<file path="config.mk">
export PLATFORM = sky130hd
export DESIGN_NAME = seac_ctrl
export DESIGN_NICKNAME = d
export VERILOG_FILES = /design/src/logic/seac_pkg.sv /design/src/logic/seac_ctrl.sv
export VERILOG_INCLUDE_DIRS = /design/src /design/src/logic
export SDC_FILE = /design/constraint.sdc
export NUM_CORES = 1
export LEC_CHECK = 0
export BUFFER_PORTS_ARGS = -buffer_cell sky130_fd_sc_hd__buf_4
export CORE_MARGIN = 3
export CORE_UTILIZATION = 47
export CTS_BUF_LIST = sky130_fd_sc_hd__clkbuf_4
export DETAILED_ROUTE_END_ITERATION = 8
export PLACE_DENSITY = 0.74
export SLEW_MARGIN = 25
export SYNTH_ARGS = -nofsm -noshare
export SYNTH_HDL_FRONTEND = slang
export SYNTH_SLANG_ARGS = --single-unit
export TNS_END_PERCENT = 100
</file>
<file path="constraint.sdc">
create_clock -name mclk_i -period 12.2 [get_ports mclk_i]
set_input_delay 2.44 -clock mclk_i [delete_from_list [all_inputs] [get_ports mclk_i]]
set_output_delay 2.44 -clock mclk_i [all_outputs]
set_load 0.005 [all_outputs]
</file>
<file path="src/logic/seac_defs.svh">
// Offsets, field positions, reset values and timing counts of the EEPROM access block
`ifndef SEAC_DEFS_SVH
`define SEAC_DEFS_SVH
`define SEAC_OFS_BUS_CTRL 12'h428
`define SEAC_OFS_EE_ACC 12'h42c
`define SEAC_OFS_IRQ_STAT 12'h440
`define SEAC_OFS_IRQ_MASK 12'h444
`define SEAC_PRESC_MSB 15
`define SEAC_IOM_BIT 16
`define SEAC_ICS_BIT 17
`define SEAC_TOD_BIT 22
`define SEAC_ADDR_MSB 15
`define SEAC_DATA_LSB 16
`define SEAC_DATA_MSB 23
`define SEAC_BUSY_BIT 24
`define SEAC_DONE_BIT 25
`define SEAC_OP_BIT 26
`define SEAC_PRESC_RST 16'h0053
`define SEAC_EV_DONE 0
`define SEAC_EV_NACK 1
`define SEAC_EV_ARB 2
`define SEAC_EV_TMO 3
`define SEAC_EV_MSB 3
`define SEAC_CLK_NS 4
`define SEAC_BASE_NS 32
`define SEAC_BASE_CYC (`SEAC_BASE_NS / `SEAC_CLK_NS)
`define SEAC_TIMEOUT_NS 25000000
`define SEAC_TIMEOUT_CYC (`SEAC_TIMEOUT_NS / `SEAC_CLK_NS)
`endif

</file>
<file path="src/logic/seac_pkg.sv">
// Types of the EEPROM access block
package seac_pkg;
	typedef enum logic [3:0] {
		S_IDLE = 4'h0,
		S_START = 4'h1,
		S_CTRLW = 4'h2,
		S_AHI = 4'h3,
		S_ALO = 4'h4,
		S_WDATA = 4'h5,
		S_RSTART = 4'h6,
		S_CTRLR = 4'h7,
		S_RDATA = 4'h8,
		S_STOP = 4'h9
	} seac_seq_t;
	typedef enum logic [1:0] {
		SL_BIT = 2'h0,
		SL_START = 2'h1,
		SL_STOP = 2'h2
	} seac_slot_t;
endpackage

</file>
<file path="src/logic/seac_ctrl.sv">
// Register-driven serial EEPROM access over the master bus, with bus control settings
`timescale 1ns/100ps
`include "seac_defs.svh"

// Operation
// - Prescaler clock period is 32 ns times field
// - Prescaler value zero or one stops clock
// - Prescaler resets to 0x0053, sticky
// - Bus clock low at least half period
// - Ignore-masters bit continues despite lost arbitration
// - Checksum-ignore bit suppresses checksum errors
// - Timeout-disable bit disables master and slave timeouts
// - Data field write starts read or write
// - Write stores the written data byte
// - Read ignores written byte, returns fetched byte
// - Busy flag high while operation runs
// - Done set on completion, write-one clears
// - Select bit: zero write, one read
module seac_ctrl
	import seac_pkg::*;
#(
	parameter logic [6:0] DEV_ADDR = 7'h50,
	parameter int unsigned TIMEOUT_CYCLES = `SEAC_TIMEOUT_CYC
) (
	input wire logic mclk_i,
	input wire logic rst_b_i,
	input wire logic [11:0] addr_i,
	input wire logic [31:0] wr_data_i,
	input wire logic wr_en_i,
	input wire logic rd_en_i,
	output logic [31:0] rd_data_o,
	output logic irq_o,
	input wire logic master_bus_clock_pin_i,
	output logic master_bus_clock_pin_o,
	output logic master_bus_clock_pin_oe_o,
	input wire logic master_bus_data_pin_i,
	output logic master_bus_data_pin_o,
	output logic master_bus_data_pin_oe_o,
	input wire logic init_check_err_i,
	output logic init_check_err_o,
	output logic timeout_disable_o
);
	localparam logic [2:0] BASE_LAST = 3'(`SEAC_BASE_CYC - 1);
	localparam logic [22:0] TMO_LAST = 23'(TIMEOUT_CYCLES - 1);

	// ==========================================================
	// Helpers
	function automatic logic [15:0] low_len(input logic [15:0] pr);
		low_len = 16'(pr - (pr >> 1));
	endfunction

	function automatic seac_slot_t kind_of(input seac_seq_t s);
		case (s)
			S_START, S_RSTART: kind_of = SL_START;
			S_STOP: kind_of = SL_STOP;
			default: kind_of = SL_BIT;
		endcase
	endfunction

	function automatic logic tx_bit(input seac_seq_t s, input logic [3:0] c, input logic [7:0] sh);
		tx_bit = (s == S_RDATA || c == 4'h8) ? 1'b1 : sh[7];
	endfunction

	// Data line pulled low at slot position p; bits hold over position 0
	function automatic logic want_low(input seac_slot_t k, input logic [15:0] p, input logic [15:0] pr,
		input logic b, input logic prev);
		logic [15:0] mid;
		mid = 16'(low_len(pr) + (pr >> 2));
		case (k)
			SL_START: want_low = p >= mid;
			SL_STOP: want_low = p < mid;
			default: want_low = (p == 16'h0) ? prev : !b;
		endcase
	endfunction

	// ==========================================================
	// Pin synchronisers and 32 ns time base
	logic scl_m_q, scl_s_q, sda_m_q, sda_s_q;
	logic [2:0] base_q, base_d;
	logic tick;

	always_comb begin
		base_d = (base_q == BASE_LAST) ? 3'h0 : 3'(base_q + 3'h1);
	end

	assign tick = base_q == BASE_LAST;

	always_ff @(posedge mclk_i or negedge rst_b_i) begin
		if (!rst_b_i) begin
			scl_m_q <= 1'b1;
			scl_s_q <= 1'b1;
			sda_m_q <= 1'b1;
			sda_s_q <= 1'b1;
			base_q <= 3'h0;
		end else begin
			scl_m_q <= master_bus_clock_pin_i;
			scl_s_q <= scl_m_q;
			sda_m_q <= master_bus_data_pin_i;
			sda_s_q <= sda_m_q;
			base_q <= base_d;
		end
	end

	// ==========================================================
	// Registers and transfer engine
	seac_seq_t seq_q, seq_d;
	logic [15:0] presc_q, presc_d, addr_q, addr_d, pos_q, pos_d;
	logic iom_q, iom_d, ics_q, ics_d, tod_q, tod_d;
	logic [7:0] data_q, data_d, sh_q, sh_d;
	logic op_q, op_d, done_q, done_d;
	logic [3:0] cnt_q, cnt_d;
	logic [`SEAC_EV_MSB:0] ist_q, ist_d, imask_q, imask_d, ev;
	logic [22:0] tmo_q, tmo_d;
	logic scl_oe_q, scl_oe_d, sda_oe_q, sda_oe_d, chk_q, chk_d;
	logic [31:0] rd_q, rd_d;
	logic wr_ctl, wr_ee, wr_ist, wr_imask, run, stretch, busy;

	assign wr_ctl = wr_en_i && addr_i == `SEAC_OFS_BUS_CTRL;
	assign wr_ee = wr_en_i && addr_i == `SEAC_OFS_EE_ACC;
	assign wr_ist = wr_en_i && addr_i == `SEAC_OFS_IRQ_STAT;
	assign wr_imask = wr_en_i && addr_i == `SEAC_OFS_IRQ_MASK;
	assign busy = seq_q != S_IDLE;
	assign run = presc_q > 16'h1;
	// Another party holds the clock low while we release it
	assign stretch = busy && pos_q >= low_len(presc_q) && !scl_s_q;

	always_comb begin
		seq_d = seq_q;
		presc_d = presc_q;
		iom_d = iom_q;
		ics_d = ics_q;
		tod_d = tod_q;
		addr_d = addr_q;
		data_d = data_q;
		op_d = op_q;
		pos_d = pos_q;
		sh_d = sh_q;
		cnt_d = cnt_q;
		imask_d = imask_q;
		ev = '0;
		rd_d = 32'h0;
		if (wr_ctl) begin
			presc_d = wr_data_i[`SEAC_PRESC_MSB:0];
			iom_d = wr_data_i[`SEAC_IOM_BIT];
			ics_d = wr_data_i[`SEAC_ICS_BIT];
			tod_d = wr_data_i[`SEAC_TOD_BIT];
		end
		if (wr_imask) begin
			imask_d = wr_data_i[`SEAC_EV_MSB:0];
		end
		tmo_d = (stretch && run) ? 23'(tmo_q + 23'h1) : 23'h0;
		if (seq_q == S_IDLE) begin
			// Address, data and select writes to the access register while busy are dropped; the done clear still applies
			if (wr_ee) begin
				addr_d = wr_data_i[`SEAC_ADDR_MSB:0];
				data_d = wr_data_i[`SEAC_DATA_MSB:`SEAC_DATA_LSB];
				op_d = wr_data_i[`SEAC_OP_BIT];
				seq_d = S_START;
				pos_d = 16'h0;
				cnt_d = 4'h0;
			end
		end else if (stretch && run && !tod_q && tmo_q >= TMO_LAST) begin
			seq_d = S_IDLE;
			ev[`SEAC_EV_TMO] = 1'b1;
			ev[`SEAC_EV_DONE] = 1'b1;
		end else if (tick && run && !stretch) begin
			if (pos_q < 16'(presc_q - 16'h1)) begin
				pos_d = 16'(pos_q + 16'h1);
			end else begin
				pos_d = 16'h0;
				case (seq_q)
					S_START: begin
						seq_d = S_CTRLW;
						sh_d = {DEV_ADDR, 1'b0};
						cnt_d = 4'h0;
					end
					S_RSTART: begin
						seq_d = S_CTRLR;
						sh_d = {DEV_ADDR, 1'b1};
						cnt_d = 4'h0;
					end
					S_RDATA: begin
						if (cnt_q != 4'h8) begin
							sh_d = {sh_q[6:0], sda_s_q};
							cnt_d = 4'(cnt_q + 4'h1);
						end else begin
							data_d = sh_q;
							seq_d = S_STOP;
						end
					end
					S_STOP: begin
						seq_d = S_IDLE;
						ev[`SEAC_EV_DONE] = 1'b1;
					end
					S_CTRLW, S_AHI, S_ALO, S_WDATA, S_CTRLR: begin
						if (cnt_q != 4'h8) begin
							if (sh_q[7] && !sda_s_q && !iom_q) begin
								seq_d = S_IDLE;
								ev[`SEAC_EV_ARB] = 1'b1;
								ev[`SEAC_EV_DONE] = 1'b1;
							end else begin
								sh_d = {sh_q[6:0], 1'b1};
								cnt_d = 4'(cnt_q + 4'h1);
							end
						end else if (sda_s_q) begin
							seq_d = S_STOP;
							ev[`SEAC_EV_NACK] = 1'b1;
						end else begin
							cnt_d = 4'h0;
							case (seq_q)
								S_CTRLW: begin
									seq_d = S_AHI;
									sh_d = addr_q[15:8];
								end
								S_AHI: begin
									seq_d = S_ALO;
									sh_d = addr_q[7:0];
								end
								S_ALO: begin
									seq_d = op_q ? S_RSTART : S_WDATA;
									sh_d = data_q;
								end
								S_CTRLR: seq_d = S_RDATA;
								default: seq_d = S_STOP;
							endcase
						end
					end
					default: seq_d = S_IDLE;
				endcase
			end
		end
		// Hardware set wins over software clear
		done_d = (done_q & ~(wr_ee & wr_data_i[`SEAC_DONE_BIT])) | ev[`SEAC_EV_DONE];
		ist_d = (ist_q & ~(wr_ist ? wr_data_i[`SEAC_EV_MSB:0] : 4'h0)) | ev;
		if (run) begin
			// First slot keeps the clock high; its start is not tick aligned
			scl_oe_d = seq_d != S_IDLE && seq_d != S_START && pos_d < low_len(presc_q);
			sda_oe_d = seq_d != S_IDLE && want_low(kind_of(seq_d), pos_d, presc_q, tx_bit(seq_d, cnt_d, sh_d), sda_oe_q);
		end else begin
			// Stopped clock: both lines keep their level
			scl_oe_d = scl_oe_q;
			sda_oe_d = sda_oe_q;
		end
		chk_d = init_check_err_i && !ics_q;
		if (rd_en_i) begin
			case (addr_i)
				`SEAC_OFS_BUS_CTRL: begin
					rd_d[`SEAC_PRESC_MSB:0] = presc_q;
					rd_d[`SEAC_IOM_BIT] = iom_q;
					rd_d[`SEAC_ICS_BIT] = ics_q;
					rd_d[`SEAC_TOD_BIT] = tod_q;
				end
				`SEAC_OFS_EE_ACC: begin
					rd_d[`SEAC_ADDR_MSB:0] = addr_q;
					rd_d[`SEAC_DATA_MSB:`SEAC_DATA_LSB] = data_q;
					rd_d[`SEAC_BUSY_BIT] = busy;
					rd_d[`SEAC_DONE_BIT] = done_q;
					rd_d[`SEAC_OP_BIT] = op_q;
				end
				`SEAC_OFS_IRQ_STAT: rd_d[`SEAC_EV_MSB:0] = ist_q;
				`SEAC_OFS_IRQ_MASK: rd_d[`SEAC_EV_MSB:0] = imask_q;
				default: rd_d = 32'h0;
			endcase
		end
	end

	always_ff @(posedge mclk_i or negedge rst_b_i) begin
		if (!rst_b_i) begin
			seq_q <= S_IDLE;
			presc_q <= `SEAC_PRESC_RST;
			iom_q <= 1'b0;
			ics_q <= 1'b0;
			tod_q <= 1'b0;
			addr_q <= 16'h0;
			data_q <= 8'h0;
			op_q <= 1'b0;
			pos_q <= 16'h0;
			sh_q <= 8'h0;
			cnt_q <= 4'h0;
			done_q <= 1'b0;
			ist_q <= 4'h0;
			imask_q <= 4'h0;
			tmo_q <= 23'h0;
			scl_oe_q <= 1'b0;
			sda_oe_q <= 1'b0;
			chk_q <= 1'b0;
			rd_q <= 32'h0;
		end else begin
			seq_q <= seq_d;
			presc_q <= presc_d;
			iom_q <= iom_d;
			ics_q <= ics_d;
			tod_q <= tod_d;
			addr_q <= addr_d;
			data_q <= data_d;
			op_q <= op_d;
			pos_q <= pos_d;
			sh_q <= sh_d;
			cnt_q <= cnt_d;
			done_q <= done_d;
			ist_q <= ist_d;
			imask_q <= imask_d;
			tmo_q <= tmo_d;
			scl_oe_q <= scl_oe_d;
			sda_oe_q <= sda_oe_d;
			chk_q <= chk_d;
			rd_q <= rd_d;
		end
	end

	// ==========================================================
	// Outputs
	assign rd_data_o = rd_q;
	assign irq_o = |(ist_q & imask_q);
	assign master_bus_clock_pin_o = 1'b0;
	assign master_bus_clock_pin_oe_o = scl_oe_q;
	assign master_bus_data_pin_o = 1'b0;
	assign master_bus_data_pin_oe_o = sda_oe_q;
	assign init_check_err_o = chk_q;
	assign timeout_disable_o = tod_q;
endmodule

</file>
==> impl_results.md <==
- Run status: complete, no violations
- RSZ-0062 raised after global routing: false
- CP startpoint: presc_q[1]$_DFFE_PN1P_
- Met3 WL: around 1.7 mm
- Met1 WL: 11.8 mm
- CP max FO: 18
- Area Growth Syn to Fin: 10.5%
- HP Start: sda_m_q$_DFF_PN1_
- Fin crit period: 8.67 ns
- Post-route ant nets: 0
- Sequential power share: 52.1%
- TNS Setup: 0 ns
- Vias: 9,077
- Pins Over Slew Limit: 0
- Final setup viols: 0
- Routed wire length: 27.7 mm
- Chip Width: between 150 and 200 um
- # hold bufs at CTS: 0
- Highest Signal Layer: met4
- Share of cells above drive strength 1: 13.4%
- Clock sink total: about 150
- Clk buf depth: 2
- Sequential fraction of the synthesis area: 34.8%
- Final Hold Vio Count: 0
- Setup bufs post-CTS: 0
- Chip height: about 160 um
- CTS Buf Count: 17
- Post-synth EDFFs: 0
- DRC Markers: 0
- Finished Core Util: 53.9%
- Post-synth ARST share: 100%
- Reg clk slew, reported paths: ~0.14 ns
- Most used cell, CP: a21o_1
- Met2 WL: 13.4 mm
- Max-capacitance violation count: 0
- Yosys Warn Count: 0
- Worst-Margin Slew: 1.04 ns
- Synthesized cell area: 10,500 um^2
- Mean area per synthesized cell: about 9 um^2
- IO buf count: between 70 and 80
- I/O pin count: 90
- Worst R2R Start: presc_q[1]$_DFFE_PN1P_
- Peak VDD IR: 46.9 uV
- Fillers: 1,958
- Pin count of the biggest net entering global routing: 77
- Initial DRT Pass Iterations: 6
- Wirelength per Cell: 18.1 um
- Core area: 21,400 um^2
- Root buf cell: clkbuf_4
- Pleak: 5.40 nW
- Slowest cell delay on critical path: 0.66 ns
- PnR Total Power: 0.00106 W
- Worst R2R End: master_bus_data_pin_oe_o$_DFFE_PN0N_
- Worst endpoint required time: 12.69 ns
- Site row count: 53
- Vias/cell: 5.91
- Hpwl dp: 21.6 mm
- Reg2Reg Setup Slack: 3.53 ns
- Grt ovf: 0
- Starting Density: roughly half
- Worst Path Arrival: 9.16 ns
- CTS tree: done
- Max Fclk: approximately 120 MHz
- FF+latch count, synth: approximately 150
- Die area: 24,100 um^2
- Logic pwr share: roughly a fifth
- End of the critical path: master_bus_data_pin_oe_o$_DFFE_PN0N_
- Quantity of gates resized following cts: 0
- Final period util: 71.1%
- PwrDens: 91.6 nW/um^2
- Hold/Removal Path Class: flip-flop to flip-flop
- Sw power: 0.000366 W
- Initial DRC count: 723
- Initial antenna violation count: 1
- Ys flop type: dfrtp_1
- Total Nets Final: 1,416
- Rel. slew slack: between 30% and 40%
- Crit start category: flip-flop
- Distinct cells, synth: 78
- Total track usage: 23.4%
- Clock latency on the worst-skew pair: 0.59 ns
- CP endpoint kind: flip-flop
- Hold_ws: ~0.37 ns
- Kind of critical path: flip-flop to flip-flop
- First-pass GRT wire length: 45.4 mm
- Routability cong.: 0.955
- Worst clock skew: 0.0287 ns
- Internal power: 0.000692 W
- Sw frac: about 35%
- R2R depth: 33
- Htree depth: 4
- Crit-path slowest cell: dfstp_2
- Mapped Cells: roughly 1,200
- Vias in the first global route: 8,894
- Clock Power Share: 27.7%
[metrics by stage]
step	cells	instance area (um^2)	setup WS, ns
after floorplan	1188	10500	4.97
after global placement	1501	11200	3.78
after detailed placement	1501	11200	3.69
after CTS	1533	11500	3.60
after global routing	1535	11500	3.00
final	1535	11500	3.53
[per-layer routing]
metal / global-route usage (%) / vias up
li1: - / 4374
met1: 31.3 / 4358
met5: 0 / -
met2: 39.1 / 296
met4: 7.91 / 0
met3: 3.42 / 49
[worst min-delay path by stage]
stage                                    to  cells after the start
after floorplan           scl_s_q$_DFF_PN1_                      0
after global placement    scl_s_q$_DFF_PN1_                      0
after detailed placement  sda_s_q$_DFF_PN1_                      0
after CTS                 sda_s_q$_DFF_PN1_                      0
after global routing      sda_s_q$_DFF_PN1_                      0
final                     sda_s_q$_DFF_PN1_                      0
[cell usage after synthesis, drive strengths merged (5+ instances only)]
cell / count / share of area, %
inv: 69 / 2.5
ha: 117 / 14
or3: 9 / 0.54
dfrtp: 137 / 33
o41ai: 5 / 0.42
a221oi: 6 / 0.50
xor2: 21 / 1.8
nor3b: 5 / 0.36
o211ai: 16 / 1.1
o21ai: 45 / 2.3
nor3: 24 / 1.2
and2: 10 / 0.60
nor4: 11 / 0.66
and3: 18 / 1.1
o21bai: 6 / 0.43
a31oi: 23 / 1.4
nor2b: 10 / 0.60
nand2b: 13 / 0.78
mux2: 24 / 2.6
a211oi: 10 / 0.72
nand2: 160 / 5.7
clkbuf: 33 / 1.2
dfstp: 8 / 2.0
a22o: 23 / 1.9
xnor2: 42 / 3.5
buf: 11 / 0.75
o21a: 7 / 0.57
a22oi: 23 / 1.7
nand4: 16 / 0.96
a21o: 24 / 1.7
nor2: 100 / 3.6
or2: 8 / 0.48
nand3: 34 / 1.6
a21oi: 51 / 2.4
[flip-flops by register name, summed over array words and instances, names as in the netlist, 8 cells and up]
signal,cells
addr_q,16
data_q,8
pos_q,16
presc_q,16
rd_data_o,27
sh_q,8
tmo_q,23
[cell families (layout without fill, tap and decap cells)]
kind of cell / Yosys count / count (layout) / synth area share (%)
and+or+nand+nor: 429 / 429 / 19.1
other: 1 / 8 / 0.0359
adders and majority gates: 120 / 120 / 14.5
DFF: 145 / 145 / 34.8
AOI/OAI and AO/OA: 284 / 284 / 19.0
xor gates and xnor gates: 63 / 63 / 5.28
buffers and inverters: 113 / 184 / 4.42
muxes: 27 / 27 / 2.87
[power by group through the flow]
| stage | combinational, W | clock (W) | sequential (W) |
|---|---|---|---|
| detailed placement | 0.000210 | 0 | 0.000558 |
| finish | 0.000214 | 0.000293 | 0.000551 |
| global placement | 0.000204 | 0 | 0.000557 |
| CTS | 0.000212 | 0.000299 | 0.000548 |
| floorplan | 0.000152 | 0 | 0.000536 |
| global route | 0.000244 | 0.000321 | 0.000554 |
[cell type report]
| cell class | count | area (um^2) | area share [%] |
|---|---|---|---|
| diodes | 1 | 2.50 | 0.0217 |
| repair buffers | 83 | 647 | 5.60 |
| clock inverters | 15 | 139 | 1.20 |
| inverters | 69 | 259 | 2.24 |
| multi-input cells | 930 | 6390 | 55.3 |
| clock buffers | 17 | 128 | 1.10 |
| flip-flops and latches | 145 | 3640 | 31.5 |
| well taps | 275 | 344 | 2.98 |
[critical path, delay by kind of cell (launching register included)]
kind | cells | cell delay, ns
AOI/OAI and AO/OA | 21 | 4.80
xor gates and xnor gates | 1 | 0.27
adders and majority gates | 4 | 1.26
buffers and inverters | 1 | 0.05
DFF | 1 | 0.66
and+or+nand+nor | 6 | 1.50
[cells in the final DEF (no fill, tap or decap), drive strengths merged, types with 7 or more instances in the layout]
cell	count
xor2	21
xnor2	42
or3	9
inv	78
ha	117
nand2	160
a211oi	10
o21ai	45
a21o	24
nor3	24
o21a	7
nand3	34
clkbuf	17
and2	10
nor4	11
a31oi	23
nor2	100
a22o	23
dfrtp	137
buf	83
o211ai	16
nand2b	13
dfstp	8
or2	8
conb	7
a21oi	51
nand4	16
mux2	24
a22oi	23
and3	18
nor2b	10
Note: power is estimated with default switching activity, not from simulation.
